$ cat src/hw/srs_pkg.sv
// constants, carriers and helpers for the serial register slave
package srs_pkg;
    localparam logic [7:0] CH_COLON = 8'h3A;
    localparam logic [7:0] CH_CR = 8'h0D;
    localparam logic [7:0] CH_LF = 8'h0A;
    localparam logic [7:0] CH_DIGIT0 = 8'h30;
    localparam logic [7:0] CH_DIGIT9 = 8'h39;
    localparam logic [7:0] CH_LETTER_A = 8'h41;
    localparam logic [7:0] CH_LETTER_F = 8'h46;
    localparam logic [7:0] FN_READ = 8'h03;
    localparam logic [7:0] FN_WRITE = 8'h06;
    localparam logic [7:0] ADDR_GLOBAL = 8'h00;
    localparam logic [7:0] ADDR_IND_MAX = 8'hF0;
    localparam logic [7:0] ADDR_GRP_BASE = 8'hF0;
    localparam int GRP_SHIFT = 4;
    localparam logic [15:0] MAX_READ = 16'h000A;
    localparam logic [15:0] CRC_PRESET = 16'hFFFF;
    localparam logic [15:0] CRC_POLY = 16'hA001;
    localparam int CRC_STEPS = 8;
    localparam logic [3:0] REQ_LEN_RTU = 4'h8;
    localparam logic [3:0] REQ_LEN_ASCII = 4'h7;
    localparam logic [3:0] RBUF_DEPTH = 4'h8;
    localparam int RDW_DEPTH = 10;
    localparam logic [4:0] RD_HDR_LEN = 5'h03;
    localparam logic [4:0] WR_REPLY_LEN = 5'h06;
    localparam logic [7:0] RST_BYTE = 8'h00;
    localparam logic [15:0] RST_WORD = 16'h0000;

    typedef enum logic [3:0] {
        S_IDLE, S_RX, S_CHECK, S_RDREQ, S_RDCAP, S_TXHEAD, S_TXBODY, S_TXCR, S_TXLF, S_TXEND
    } srs_state_t;

    typedef struct packed {
        logic valid;
        logic [7:0] data;
    } srs_tx_t;

    typedef struct packed {
        logic rd;
        logic wr;
        logic [15:0] addr;
        logic [15:0] wdata;
    } srs_regreq_t;

    // one byte through the crc-16 accumulator
    function automatic logic [15:0] srs_crc_byte(input logic [15:0] crc, input logic [7:0] b);
        logic [15:0] c;
        c = crc ^ {8'h00, b};
        for (int i = 0; i < CRC_STEPS; i++)
        begin
            c = c[0] ? ((c >> 1) ^ CRC_POLY) : (c >> 1);
        end
        return c;
    endfunction

    function automatic logic [7:0] srs_hex_char(input logic [3:0] nib);
        return (nib < 4'hA) ? (CH_DIGIT0 + {4'h0, nib}) : (CH_LETTER_A + {4'h0, nib - 4'hA});
    endfunction

    // bit 4 marks a legal hex character
    function automatic logic [4:0] srs_hex_val(input logic [7:0] ch);
        if (ch >= CH_DIGIT0 && ch <= CH_DIGIT9)
            return {1'b1, ch[3:0]};
        else if (ch >= CH_LETTER_A && ch <= CH_LETTER_F)
            return {1'b1, 4'(ch[3:0] + 4'h9)};
        else
            return 5'h00;
    endfunction

    // zero (global) when the own address is not an individual one
    function automatic logic [7:0] srs_group_addr(input logic [7:0] own);
        if (own == ADDR_GLOBAL || own > ADDR_IND_MAX)
            return ADDR_GLOBAL;
        else
            return ADDR_GRP_BASE + 8'((8'(own - 8'h01) >> GRP_SHIFT) + 8'h01);
    endfunction
endpackage

$ cat src/hw/srs_check.sv
// running crc-16 and byte sum accumulator
module srs_check
    import srs_pkg::*;
(
    input wire logic clk,
    input wire logic nrst,
    input wire logic clr,
    input wire logic en,
    input wire logic [7:0] data,
    output logic [15:0] crc,
    output logic [7:0] sum
);
    logic [15:0] crc_r;
    logic [15:0] crc_nxt;
    logic [7:0] sum_r;
    logic [7:0] sum_nxt;

    always_comb
    begin
        crc_nxt = clr ? CRC_PRESET : crc_r; // RQ12
        sum_nxt = clr ? RST_BYTE : sum_r;
        if (en)
        begin
            crc_nxt = srs_crc_byte(crc_nxt, data); // RQ13 RQ14 RQ15
            sum_nxt = 8'(sum_nxt + data); // RQ11
        end
    end

    always_ff @(posedge clk or negedge nrst)
    begin
        if (!nrst)
        begin
            crc_r <= CRC_PRESET;
            sum_r <= RST_BYTE;
        end
        else
        begin
            crc_r <= crc_nxt;
            sum_r <= sum_nxt;
        end
    end

    assign crc = crc_r;
    assign sum = sum_r;

    a_crc_preset: assert property (@(posedge clk) disable iff (!nrst) (clr && !en) |=> (crc == 16'hFFFF)) // RQ12
        else $error("crc not preset after clear");
endmodule // srs_check

$ cat src/hw/srs_slave.sv
// modbus slave frame handler for rtu and ascii framing
//
// Behaviour
// [RQ1] accept and answer frames in rtu or ascii framing, as selected
// [RQ2] ascii sends each byte as two hex characters, high nibble first
// [RQ3] ascii frames start with colon, end with cr lf; rtu has neither
// [RQ4] only function codes 03 and 06 are serviced
// [RQ5] read request: address, 03, start hi lo, count hi lo, check
// [RQ6] a read asks for at most ten registers
// [RQ7] broadcast reads are neither executed nor answered
// [RQ8] read reply: address, function, byte count, words high byte first, check
// [RQ9] 06 writes the 16-bit value and an individual request gets an echo
// [RQ10] broadcast 06 writes the register in every addressed slave
// [RQ11] lrc is the two's complement of the byte sum modulo 256
// [RQ12] crc accumulator is 16 bits, preset to all ones
// [RQ13] each byte is first xored into the accumulator low byte
// [RQ14] shift right with zero fill, xor A001 when a one drops out
// [RQ15] eight shift steps per byte; the final accumulator is the crc
// [RQ16] crc low byte is sent before the high byte
// [RQ17] group broadcast requests are executed without reply
// [RQ18] global broadcast requests are executed without reply
// [RQ19] address 0 global, 1 to 240 individual, 241 to 255 groups
// [RQ20] group n covers individual addresses 16(n-1)+1 to 16n
// [RQ21] bad check, foreign address or unknown function: drop silently
// [RQ22] behave as a slave on a shared multidrop link
module srs_slave
    import srs_pkg::*;
(
    input wire logic clk,
    input wire logic nrst,
    input wire logic ascii_mode,
    input wire logic [7:0] own_addr,
    input wire logic rx_valid,
    input wire logic [7:0] rx_data,
    input wire logic rx_eof,
    output srs_tx_t tx,
    input wire logic tx_ready,
    output srs_regreq_t reg_req,
    input wire logic [15:0] reg_rd_data,
    output logic drop
);
    srs_state_t state_r, state_nxt;
    logic [3:0] rcnt_r, rcnt_nxt;
    logic ovf_r, ovf_nxt;
    logic nib_r, nib_nxt;
    logic [3:0] hin_r, hin_nxt;
    logic cr_r, cr_nxt;
    logic [3:0] ridx_r, ridx_nxt;
    logic [4:0] idx_r, idx_nxt;
    logic tnib_r, tnib_nxt;
    logic [4:0] tlen_r, tlen_nxt;
    srs_tx_t tx_r, tx_nxt;
    srs_regreq_t req_r, req_nxt;
    logic drop_r, drop_nxt;

    logic [7:0] rbuf [0:7];
    logic [15:0] rdw [0:RDW_DEPTH-1];

    logic rb_we;
    logic [7:0] rb_wd;
    logic rw_we;
    logic rx_clr, rx_en;
    logic [7:0] rx_byte;
    logic tk_clr, tk_en;
    logic [15:0] rx_crc, tk_crc;
    logic [7:0] rx_sum, tk_sum;
    logic [7:0] lrc;
    logic [7:0] grp;
    logic [7:0] fn;
    logic [15:0] sreg, val;
    logic hit_own, is_bcast, chk_ok, ld;
    logic [4:0] hv;
    logic [4:0] widx;
    logic [15:0] word;
    logic [7:0] body, cur;

    srs_check u_rx_check (
        .clk(clk),
        .nrst(nrst),
        .clr(rx_clr),
        .en(rx_en),
        .data(rx_byte),
        .crc(rx_crc),
        .sum(rx_sum)
    );

    srs_check u_tx_check (
        .clk(clk),
        .nrst(nrst),
        .clr(tk_clr),
        .en(tk_en),
        .data(body),
        .crc(tk_crc),
        .sum(tk_sum)
    );

    // request field decode
    always_comb
    begin
        fn = rbuf[1];
        sreg = {rbuf[2], rbuf[3]}; // RQ5
        val = {rbuf[4], rbuf[5]};
        grp = srs_group_addr(own_addr); // RQ19 RQ20
        hit_own = (rbuf[0] == own_addr) && (own_addr != ADDR_GLOBAL) && (own_addr <= ADDR_IND_MAX); // RQ19 RQ22
        is_bcast = (rbuf[0] == ADDR_GLOBAL) || (rbuf[0] == grp); // RQ17 RQ18
        if (ascii_mode)
            chk_ok = !ovf_r && (rcnt_r == REQ_LEN_ASCII) && (rx_sum == RST_BYTE); // RQ11
        else
            chk_ok = !ovf_r && (rcnt_r == REQ_LEN_RTU) && (rx_crc == RST_WORD); // RQ15
        lrc = 8'(8'h00 - tk_sum); // RQ11
        hv = srs_hex_val(rx_data); // RQ2
        ld = !tx_r.valid || tx_ready;
    end

    // reply byte selection
    always_comb
    begin
        widx = 5'(idx_r - RD_HDR_LEN);
        word = rdw[widx[4:1]];
        if (fn == FN_WRITE || idx_r < 5'h02)
            body = rbuf[idx_r[2:0]]; // RQ9
        else if (idx_r == 5'h02)
            body = {val[6:0], 1'b0}; // RQ8
        else
            body = widx[0] ? word[7:0] : word[15:8]; // RQ8
        if (idx_r < tlen_r)
            cur = body;
        else if (ascii_mode)
            cur = lrc;
        else if (idx_r == tlen_r)
            cur = tk_crc[7:0]; // RQ16
        else
            cur = tk_crc[15:8]; // RQ16
    end

    always_comb
    begin
        state_nxt = state_r;
        rcnt_nxt = rcnt_r;
        ovf_nxt = ovf_r;
        nib_nxt = nib_r;
        hin_nxt = hin_r;
        cr_nxt = cr_r;
        ridx_nxt = ridx_r;
        idx_nxt = idx_r;
        tnib_nxt = tnib_r;
        tlen_nxt = tlen_r;
        tx_nxt = tx_r;
        req_nxt = req_r;
        req_nxt.rd = 1'b0;
        req_nxt.wr = 1'b0;
        drop_nxt = 1'b0;
        rb_we = 1'b0;
        rb_wd = rx_data;
        rw_we = 1'b0;
        rx_clr = 1'b0;
        rx_en = 1'b0;
        rx_byte = rx_data;
        tk_clr = 1'b0;
        tk_en = 1'b0;
        case (state_r)
            S_IDLE:
            begin
                rcnt_nxt = 4'h0;
                ovf_nxt = 1'b0;
                nib_nxt = 1'b0;
                cr_nxt = 1'b0;
                if (rx_valid && ascii_mode && rx_data == CH_COLON) // RQ3
                begin
                    rx_clr = 1'b1;
                    state_nxt = S_RX;
                end
                else if (rx_valid && !ascii_mode) // RQ1
                begin
                    rx_clr = 1'b1;
                    rx_en = 1'b1;
                    rb_we = 1'b1;
                    rcnt_nxt = 4'h1;
                    state_nxt = S_RX;
                end
            end
            S_RX:
            begin
                if (ascii_mode)
                begin
                    if (rx_valid)
                    begin
                        if (rx_data == CH_COLON) // RQ3
                        begin
                            rx_clr = 1'b1;
                            rcnt_nxt = 4'h0;
                            ovf_nxt = 1'b0;
                            nib_nxt = 1'b0;
                            cr_nxt = 1'b0;
                        end
                        else if (cr_r)
                        begin
                            state_nxt = (rx_data == CH_LF) ? S_CHECK : S_IDLE; // RQ3
                            drop_nxt = (rx_data != CH_LF);
                        end
                        else if (rx_data == CH_CR && !nib_r)
                            cr_nxt = 1'b1;
                        else if (hv[4] && !nib_r)
                        begin
                            hin_nxt = hv[3:0]; // RQ2
                            nib_nxt = 1'b1;
                        end
                        else if (hv[4])
                        begin
                            rx_byte = {hin_r, hv[3:0]}; // RQ2
                            rb_wd = rx_byte;
                            rx_en = 1'b1;
                            nib_nxt = 1'b0;
                            rb_we = (rcnt_r != RBUF_DEPTH);
                            ovf_nxt = ovf_r || (rcnt_r == RBUF_DEPTH);
                            rcnt_nxt = (rcnt_r == RBUF_DEPTH) ? rcnt_r : 4'(rcnt_r + 4'h1);
                        end
                        else
                        begin
                            drop_nxt = 1'b1;
                            state_nxt = S_IDLE;
                        end
                    end
                end
                else if (rx_valid)
                begin
                    rx_en = 1'b1;
                    rb_we = (rcnt_r != RBUF_DEPTH);
                    ovf_nxt = ovf_r || (rcnt_r == RBUF_DEPTH);
                    rcnt_nxt = (rcnt_r == RBUF_DEPTH) ? rcnt_r : 4'(rcnt_r + 4'h1);
                end
                else if (rx_eof)
                    state_nxt = S_CHECK;
            end
            S_CHECK:
            begin
                state_nxt = S_IDLE;
                idx_nxt = 5'h00;
                tnib_nxt = 1'b0;
                ridx_nxt = 4'h0;
                if (!chk_ok || !(hit_own || is_bcast)) // RQ21
                    drop_nxt = 1'b1;
                else if (fn == FN_READ && !is_bcast && val != RST_WORD && val <= MAX_READ) // RQ4 RQ6 RQ7
                begin
                    tlen_nxt = 5'(RD_HDR_LEN + {val[3:0], 1'b0});
                    req_nxt.rd = 1'b1;
                    req_nxt.addr = sreg;
                    state_nxt = S_RDREQ;
                end
                else if (fn == FN_WRITE) // RQ4
                begin
                    req_nxt.wr = 1'b1; // RQ9 RQ10
                    req_nxt.addr = sreg;
                    req_nxt.wdata = val;
                    tlen_nxt = WR_REPLY_LEN;
                    state_nxt = is_bcast ? S_IDLE : S_TXHEAD; // RQ17 RQ18
                end
                else
                    drop_nxt = 1'b1; // RQ21
            end
            S_RDREQ:
            begin
                // rd pulse stands now, its data comes one cycle later
                state_nxt = S_RDCAP;
            end
            S_RDCAP:
            begin
                rw_we = 1'b1;
                ridx_nxt = 4'(ridx_r + 4'h1);
                if (ridx_nxt == val[3:0])
                    state_nxt = S_TXHEAD;
                else
                begin
                    req_nxt.rd = 1'b1;
                    req_nxt.addr = 16'(sreg + {12'h000, ridx_nxt});
                    state_nxt = S_RDREQ;
                end
            end
            S_TXHEAD:
            begin
                tk_clr = 1'b1;
                if (!ascii_mode)
                    state_nxt = S_TXBODY; // RQ3
                else if (ld)
                begin
                    tx_nxt = '{valid: 1'b1, data: CH_COLON}; // RQ3
                    state_nxt = S_TXBODY;
                end
            end
            S_TXBODY:
            begin
                if (ld && ascii_mode)
                begin
                    tx_nxt = '{valid: 1'b1, data: srs_hex_char(tnib_r ? cur[3:0] : cur[7:4])}; // RQ2
                    tnib_nxt = !tnib_r;
                    if (tnib_r)
                    begin
                        idx_nxt = 5'(idx_r + 5'h01);
                        tk_en = (idx_r < tlen_r);
                        if (idx_r == tlen_r)
                            state_nxt = S_TXCR;
                    end
                end
                else if (ld)
                begin
                    tx_nxt = '{valid: 1'b1, data: cur}; // RQ16
                    tk_en = (idx_r < tlen_r);
                    idx_nxt = 5'(idx_r + 5'h01);
                    if (idx_r == 5'(tlen_r + 5'h01))
                        state_nxt = S_TXEND;
                end
            end
            S_TXCR:
            begin
                if (ld)
                begin
                    tx_nxt = '{valid: 1'b1, data: CH_CR}; // RQ3
                    state_nxt = S_TXLF;
                end
            end
            S_TXLF:
            begin
                if (ld)
                begin
                    tx_nxt = '{valid: 1'b1, data: CH_LF}; // RQ3
                    state_nxt = S_TXEND;
                end
            end
            S_TXEND:
            begin
                if (ld)
                begin
                    tx_nxt.valid = 1'b0;
                    state_nxt = S_IDLE;
                end
            end
            default:
                state_nxt = S_IDLE;
        endcase
    end

    always_ff @(posedge clk or negedge nrst)
    begin
        if (!nrst)
        begin
            state_r <= S_IDLE;
            rcnt_r <= 4'h0;
            ovf_r <= 1'b0;
            nib_r <= 1'b0;
            hin_r <= 4'h0;
            cr_r <= 1'b0;
            ridx_r <= 4'h0;
            idx_r <= 5'h00;
            tnib_r <= 1'b0;
            tlen_r <= 5'h00;
            tx_r <= '0;
            req_r <= '0;
            drop_r <= 1'b0;
        end
        else
        begin
            state_r <= state_nxt;
            rcnt_r <= rcnt_nxt;
            ovf_r <= ovf_nxt;
            nib_r <= nib_nxt;
            hin_r <= hin_nxt;
            cr_r <= cr_nxt;
            ridx_r <= ridx_nxt;
            idx_r <= idx_nxt;
            tnib_r <= tnib_nxt;
            tlen_r <= tlen_nxt;
            tx_r <= tx_nxt;
            req_r <= req_nxt;
            drop_r <= drop_nxt;
        end
    end

    // request bytes and read words
    always_ff @(posedge clk)
    begin
        if (rb_we)
            rbuf[rcnt_r[2:0]] <= rb_wd;
        if (rw_we)
            rdw[ridx_r] <= reg_rd_data;
    end

    assign tx = tx_r;
    assign reg_req = req_r;
    assign drop = drop_r;

    a_read_own_only: assert property (@(posedge clk) disable iff (!nrst) req_r.rd |-> (rbuf[0] == own_addr)) // RQ7
        else $error("register read on a broadcast address");
    a_write_value: assert property (@(posedge clk) disable iff (!nrst)
        req_r.wr |-> (req_r.wdata == {rbuf[4], rbuf[5]} && req_r.addr == {rbuf[2], rbuf[3]})) // RQ9
        else $error("written value differs from request");
    a_fn_supported: assert property (@(posedge clk) disable iff (!nrst)
        (req_r.rd || req_r.wr) |-> (rbuf[1] == 8'h03 || rbuf[1] == 8'h06)) // RQ4
        else $error("unsupported function executed");
    a_read_limit: assert property (@(posedge clk) disable iff (!nrst)
        req_r.rd |-> ({rbuf[4], rbuf[5]} >= 16'h0001 && {rbuf[4], rbuf[5]} <= 16'h000A)) // RQ6
        else $error("read count out of range");
    a_bcast_silent: assert property (@(posedge clk) disable iff (!nrst)
        (state_r == S_CHECK && $past(state_r) != S_CHECK && rbuf[0] != own_addr) |-> ##1 (state_r != S_TXHEAD)[*8]) // RQ17 RQ18
        else $error("reply to broadcast request");
    a_ascii_header: assert property (@(posedge clk) disable iff (!nrst)
        (state_r == S_TXHEAD && ascii_mode && ld) |=> (tx_r.valid && tx_r.data == 8'h3A)) // RQ3
        else $error("ascii reply without colon");
    a_ascii_trailer: assert property (@(posedge clk) disable iff (!nrst)
        (state_r == S_TXCR && ld) |=> (tx_r.data == 8'h0D) ##1 (tx_r.data == 8'h0D || tx_r.data == 8'h0A)) // RQ3
        else $error("ascii reply trailer wrong");
    a_hex_chars: assert property (@(posedge clk) disable iff (!nrst)
        (ascii_mode && state_r == S_TXBODY && ld)
        |=> ((tx_r.data >= 8'h30 && tx_r.data <= 8'h39) || (tx_r.data >= 8'h41 && tx_r.data <= 8'h46))) // RQ2
        else $error("non hex character in ascii body");
    a_drop_no_exec: assert property (@(posedge clk) disable iff (!nrst)
        drop_r |-> !(req_r.rd || req_r.wr) ##1 !(req_r.rd || req_r.wr)) // RQ21
        else $error("dropped frame executed");
endmodule // srs_slave

$ cat config.mk
export PLATFORM = sky130hd
export DESIGN_NAME = srs_slave
export DESIGN_NICKNAME = d
export VERILOG_FILES = /design/src/hw/srs_pkg.sv /design/src/hw/srs_check.sv /design/src/hw/srs_slave.sv
export SDC_FILE = /design/constraint.sdc
export NUM_CORES = 1
export LEC_CHECK = 0
export BUFFER_PORTS_ARGS = -buffer_cell sky130_fd_sc_hd__buf_2
export CORE_MARGIN = 3
export CORE_UTILIZATION = 40
export DETAILED_ROUTE_END_ITERATION = 8
export PLACE_DENSITY_LB_ADDON = 0.3
export SLEW_MARGIN = 15
export SYNTH_ARGS = -nofsm -noshare
export SYNTH_HDL_FRONTEND = slang
export SYNTH_HIERARCHICAL = 1
export SYNTH_SLANG_ARGS = --single-unit
$ cat constraint.sdc
create_clock -name clk -period 6.7 [get_ports clk]
set_input_delay 1.005 -clock clk [delete_from_list [all_inputs] [get_ports clk]]
set_output_delay 1.005 -clock clk [all_outputs]
set_load 0.005 [all_outputs]
Word level (Yosys, flattened, before mapping)
Memory sizes are Yosys's and may differ from the RTL's.
Cells that the tools add are included.
- bits in registers: 122
- bits in writable memories: 224
- input bits: 38
- output and inout port bits: 44
- memories kept: 2
- memory list (name ; words ; width ; read ports ; clocked after memory_dff ; write ports ; line ; source):
    rdw ; 10 ; 16 ; 1 ; 0 ; 1 ; srs_slave.sv:57 ; logic [15:0] rdw [0:RDW_DEPTH-1];
    rbuf ; 8 ; 8 ; 7 ; 0 ; 1 ; srs_slave.sv:56 ; logic [7:0] rbuf [0:7];
- add/subtract/negate cells: 17
- magnitude comparators: 10
- equal/unequal tests: 55
- mux-type cells: 182
- bitwise operators: 23
- reduce and logical (&&, ||, !) cells: 57
- operator list (kind ; number):
    $mux 16 ; 23
    $mux 8 ; 20
    $mux 4 ; 31
    $mux 1 ; 71
    $mux 9 ; 6
    $not 2->3 ; 16
    $pmux 4 s10 ; 1
    $ne 3x3->1 const B ; 13
    $ne 4x4->1 const B ; 9
    $mux 5 ; 7
    $mux 34 ; 1
    $mux 33 ; 1
    $pmux 16 s2 ; 1
    $pmux 8 s4 ; 1
    $xor 16x8->16 ; 2
    $logic_not 8->1 ; 3
    $eq 4x3->1 const B ; 5
    $ne 2x2->1 const B ; 10
    $pmux 1 s2 ; 9
    $reduce_and 6->1 ; 3
    $logic_and 1x1->1 ; 17
    $add 16x4->16 ; 1
    $add 8x8->8 ; 2
    $eq 8x4->1 const B ; 2
    other kinds (53) ; 89

Depth between registers and ports, before layout
- word-level depth: 30
- mapped depth: 20

Modules after synthesis
The synthesis kept the hierarchy.
- modules (own cells, without submodules) (module ; times used ; cells an instance ; area an instance (um^2)):
    srs_slave ; 1 ; 1178 ; 14808.0
    srs_check ; 2 ; 169 ; 1631.6

Least setup slack after synthesis
No wires, ideal clock.
- path type: input -> register
- start point: input port rx_data[7]
- end point: register u_rx_check.sum_r[6] (netlist: u_rx_check/sum[6])
- setup time: 0.096 ns
- data arrival time: 4.780 ns
- slack: 1.824 ns
- cell stages on the path: 17
- buffers on the path: 0
- cell sequence: or4b_2 -> nor4_1 -> nor2_1 -> nor2_1 -> nand2_1 -> nor2_1 -> nand2_1 -> xnor2_1 -> ha_1 -> inv_1 -> fa_1 -> nor2b_1 -> o21ai_0 -> a21boi_0 -> o21ai_0 -> nor3b_1 -> o31ai_1
- longest elaborated chain between the ends: 14
- elaborated cells on any way between the ends: 38
- classes of those cells: add/sub (1); order compare (4); eq/ne (2); mux (26); reduce/logical (5)
- ends and longest elaborated chain (what ; line ; source):
    start, declared ; srs_slave.sv:34 ; input wire logic [7:0] rx_data,
    $ge 8x7->1 or $le 8x7->1 (tied branches) ; srs_pkg.sv:64 ; else if (ch >= CH_LETTER_A && ch <= CH_LETTER_F)
    $logic_and 1x1->1 ; srs_pkg.sv:64 ;
    $mux 5 ; srs_pkg.sv:64 ;
    $mux 5 ; srs_pkg.sv:62 ; if (ch >= CH_DIGIT0 && ch <= CH_DIGIT9)
    $mux 8 or $logic_and 1x1->1 (tied branches) ; -- ;
    $mux 8 (3 in series) ; -- ;
    $mux 8 * (4 in series) ; -- ;
    named net rb_wd[0] ; srs_slave.sv:60 ; logic [7:0] rb_wd;
    $add 8x8->8 * ; srs_check.sv:25 ; sum_nxt = 8'(sum_nxt + data);
    $mux 8 * ; srs_check.sv:22 ; if (en)
    named net u_rx_check.sum_nxt[6] ; srs_check.sv:16 ; logic [7:0] sum_nxt;
    end signal, assigned ; srs_check.sv:39 ; sum_r <= sum_nxt;
    end, declared ; srs_check.sv:15 ; logic [7:0] sum_r;
The timed path passes the listed nets; every way through them passes the cells marked *.
A chain may end at the register's enable or synchronous reset.

Worst setup path in the final report
- start point: register idx_r[0]
- end point: register u_tx_check.crc_r[0] (netlist: u_tx_check/crc[0])
- longest elaborated chain between the ends: 16
- elaborated cells on any way between the ends: 31
- classes of those cells: add/sub (1); order compare (2); eq/ne (1); mux (16); bitwise (8); reduce/logical (1); memory (2)
- ends and longest elaborated chain (what ; line ; source):
    start, declared ; srs_slave.sv:49 ; logic [4:0] idx_r, idx_nxt;
    start signal, assigned ; srs_slave.sv:369 ; idx_r <= idx_nxt;
    $sub 5x2->5 ; srs_slave.sv:118 ; widx = 5'(idx_r - RD_HDR_LEN);
    $mem_v2 10x16 ; -- ;
    $mux 8 ; srs_slave.sv:125 ; body = widx[0] ? word[7:0] : word[15:8];
    $mux 8 ; srs_slave.sv:122 ; else if (idx_r == 5'h02)
    $mux 8 * ; srs_slave.sv:120 ; if (fn == FN_WRITE || idx_r < 5'h02)
    named net body[6] ; srs_slave.sv:75 ; logic [7:0] body, cur;
    $xor 16x8->16 * ; srs_pkg.sv:48 ; c = crc ^ {8'h00, b};
    $mux 16 * (5 in series) ; srs_pkg.sv:51 ; c = c[0] ? ((c >> 1) ^ CRC_POLY) : (c >> 1);
    $not 2->3 (no line) ; -- ;
    $mux 16 * (3 in series) ; srs_pkg.sv:51 ;
    $mux 16 * ; srs_check.sv:22 ;
    named net u_tx_check.crc_nxt[0] ; srs_check.sv:14 ; logic [15:0] crc_nxt;
    end signal, assigned ; srs_check.sv:38 ; crc_r <= crc_nxt;
    end, declared ; srs_check.sv:13 ; logic [15:0] crc_r;
Marked as above.

==> results.py <==
metrics = {
    "timing": {
        "fin_hold_ws_ns": 0.462,
        "finalSetupViolCount": 0,
        "worst_slack_ns": 0.993,
        "slew_viol_final": 0,
        "finalCriticalPeriod_ns": 5.71,
        "tns_ns": 0,
        "fin_crit_sh_pct": 85.2,
        "maxSlewHeadroom_pct": 22.9,
        "worstMarginPinSlew_ns": 1.16,
        "rsz0062_at_grt": "false",
        "timing.fmax_mhz": 175,
        "hold_viol": 0,
        "skew_ns": 0.0328,
    },
    "floorplanning": {
        "row_count": 77,
        "die_w_um": 219,
        "num_io_pins": 82,
        "die_area_um2": 47800,
        "core_um2": 44400,
        "die_y_um": 219,
        "floorplan.initialDensity_pct": 40.7,
    },
    "grt": {
        "grt_pass1_wl_mm": 74.3,
        "grt.total_usage_pct": 20.0,
        "grt.overflow.total": 0,
        "antenna_found_initial": 1,
        "grt_max_degree": 67,
        "gr-usage-met3_pct": 3.78,
        "gr-usage-met2_pct": 31.7,
        "grt_busiest_layer": "met2",
        "grt_pass1_vias": 12600,
        "use_met1_pct": 28.4,
    },
    "finish": {
        "nets": 1671,
        "drive_above_1_share_pct": 19.1,
        "areaGrowthSynthToFinish_pct": 13.3,
    },
    "pwr": {
        "irDropWorstVdd_mv": 0.337,
        "p_per_area_nw_per_um2": 435,
        "power_w": 0.00891,
        "p_leak_nw": 7.84,
    },
    "yosys": {
        "synth_cells": 1516,
        "synth_nets": 1600,
        "synth_edf_count": 224,
        "synth-warning-count": 6,
        "synth_area_per_cell_um2": 11.9,
        "synth_ff_type": "edfxtp_1",
        "netlist_area_um2": 18100,
        "synthArstFlopShare_pct": 35.3,
        "ys_types": 88,
        "ys_seq_elements": 346,
        "ys_seq_area_share_pct": 54.3,
    },
    "clocking": {
        "cts_root_buffer": "clkbuf_16",
        "cts_buffers": 40,
        "cts_resized": 0,
        "clk_latency_ns": 0.57,
        "cts_hold_buf": 0,
        "cts.path.max_buffers": 3,
        "clkTransAtPathRegs_ns": 0.06,
        "cts_post_setup_buffers_inserted": 0,
        "tritoncts": "done",
        "ctsHtreeMaxLevel": 2,
        "cts.sinks": 346,
    },
    "route": {
        "wl_per_cell_um": 21.6,
        "ant_nets": 0,
        "vias": 12600,
        "drc_errors": 0,
        "finalWirelength_mm": 47.7,
        "drt-pass1-iter-count": 5,
        "vias_per_cell": 5.70,
        "drtIter0Drc": 1171,
    },
    "critical_path": {
        "cp.required_ns": 7.17,
        "r2r-end": "u_tx_check/crc[0]$_DFF_PN1_",
        "timing.rr.start": "idx_r[0]$_DFFE_PN0P_",
        "crit_start": "idx_r[0]$_DFFE_PN0P_",
        "r2r_setup_slack_ns": 0.99,
        "start_kind": "flip-flop",
        "end_kind": "flip-flop",
        "crit_type": "reg2reg",
        "cp_max_fo": 22,
        "r2r_cells": 13,
        "worstPathArrival_ns": 6.17,
    },
    "placement": {
        "gp_congestion": 0.855,
        "pre_cts_ws_ns": 1.10,
        "port_buffers": 81,
        "hpwl_mm": 33.0,
    },
    "status": {
        "outcome": "completed",
    },
    "min_path": {
        "hold_path_class": "in2async",
    },
    "run": {
        "maxCapViolCount": 0,
    },
}
## final cells by class
type / count / area [um2]
fill: 3998 / 23900
sequential: 346 / 9820
multi-input combinational: 1044 / 7730
clock buffer: 50 / 1080
tap: 592 / 741
timing repair buffer: 104 / 584
clock inverter: 21 / 318
inverter: 51 / 191
antenna: 1 / 2.50
## layer usage
layer  part of all wire [%]  vias up  wire length (um)
met1                     44     6288             21200
met4                    2.2        0              1060
met2                     47      428             22300
met3                    6.5       69              3100
met5                      0        -                 0
li1                       -     5804                 -
## critical path, cell delays in order, from the launching register on
cell and delay, ns:
dfrtp_1 0.54, ha_1 0.46, xnor2_2 0.89, buf_4 0.45
mux2i_1 0.27, o2bb2ai_1 0.09, a21oi_1 0.15, nor4b_1 0.67
o21ai_0 0.58, xor2_1 0.29, xnor2_1 0.30, xnor3_1 0.44
mux2_4 0.33, a211oi_2 0.16
## where the power goes
group	total (W)	switching (W)	internal [W]
clock	0.00231	0.000897	0.00142
combinational	0.00367	0.00209	0.00158
sequential	0.00293	0.000287	0.00264
total	0.00891	0.00327	0.00564
## registers in the layout (all words and copies together) (netlist names), 5 cells and up
| register | cells |
|---|---|
| reg_req | 34 |
| idx_r | 5 |
| rdw | 160 |
| tlen_r | 5 |
| rbuf | 64 |
| u_rx_check/crc | 16 |
| u_tx_check/sum | 8 |
| u_tx_check/crc | 16 |
| tx | 9 |
| u_rx_check/sum | 8 |
## kinds of logic (layout without fill, tap and decap cells)
family	Yosys count	count (layout)	share of synthesized area, %
and+or+nand+nor	490	490	13.8
DFF	346	346	54.3
AOI/OAI and AO/OA	289	289	10.6
buffers and inverters	126	226	3.23
muxes	122	122	9.62
xor gates and xnor gates	97	97	5.09
adders and majority gates	46	46	3.31
other	0	1	0
## cells in the final DEF (no fill, tap or decap), types with 35 or more instances in the layout
master | Yosys | final
edfxtp_1 | 224 | 224
mux2i_1 | 48 | 48
nor2_1 | 115 | 113
a21oi_1 | 65 | 64
inv_1 | 51 | 51
dfrtp_1 | 90 | 90
nand2_1 | 124 | 124
xor2_1 | 40 | 39
buf_2 | 14 | 80
xnor2_1 | 51 | 49
nand3_1 | 40 | 40
clkbuf_16 | 0 | 40
mux2_2 | 35 | 35
o21ai_0 | 67 | 67
ha_1 | 43 | 42
mux4_2 | 37 | 37
## how the worst max path moves through the flow
stage                                             end  slack, ns  cells after the start
after floorplan           u_rx_check/sum[6]$_DFF_PN0_       1.82                     17
after global placement    u_tx_check/crc[0]$_DFF_PN1_       1.18                     13
after detailed placement  u_tx_check/crc[0]$_DFF_PN1_       1.10                     13
after CTS                 u_tx_check/crc[0]$_DFF_PN1_       1.05                     13
after global routing      u_tx_check/crc[0]$_DFF_PN1_       0.76                     13
final                     u_tx_check/crc[0]$_DFF_PN1_       0.99                     13
## synthesized netlist by cell type (15+ instances only)
cell      instances  area [um2]
edfxtp_1        224        6730
nand2_1         124         465
nor2_1          115         432
dfrtp_1          90        2250
o21ai_0          67         335
a21oi_1          65         325
inv_1            51         191
xnor2_1          51         447
mux2i_1          48         480
ha_1             43         538
nand3_1          40         200
xor2_1           40         350
clkbuf_1         39         146
mux4_2           37         833
mux2_2           35         394
nor3_1           34         170
dfstp_2          32         841
nor2b_1          29         181
and3_1           23         144
a31oi_1          20         125
nand2b_1         19         119
nor4_1           17         106
nand4_1          15        93.8
## metrics by stage
stage / cell area [um2] / util, % / std cells
floorplan: 18100 / - / 1516
global placement: 19100 / 42.9 / 2137
detailed placement: 19100 / 42.9 / 2137
CTS: 20400 / 46.0 / 2208
global route: 20500 / 46.1 / 2209
finish: 20500 / 46.1 / 2209
Power figures use the tool's default switching activity.
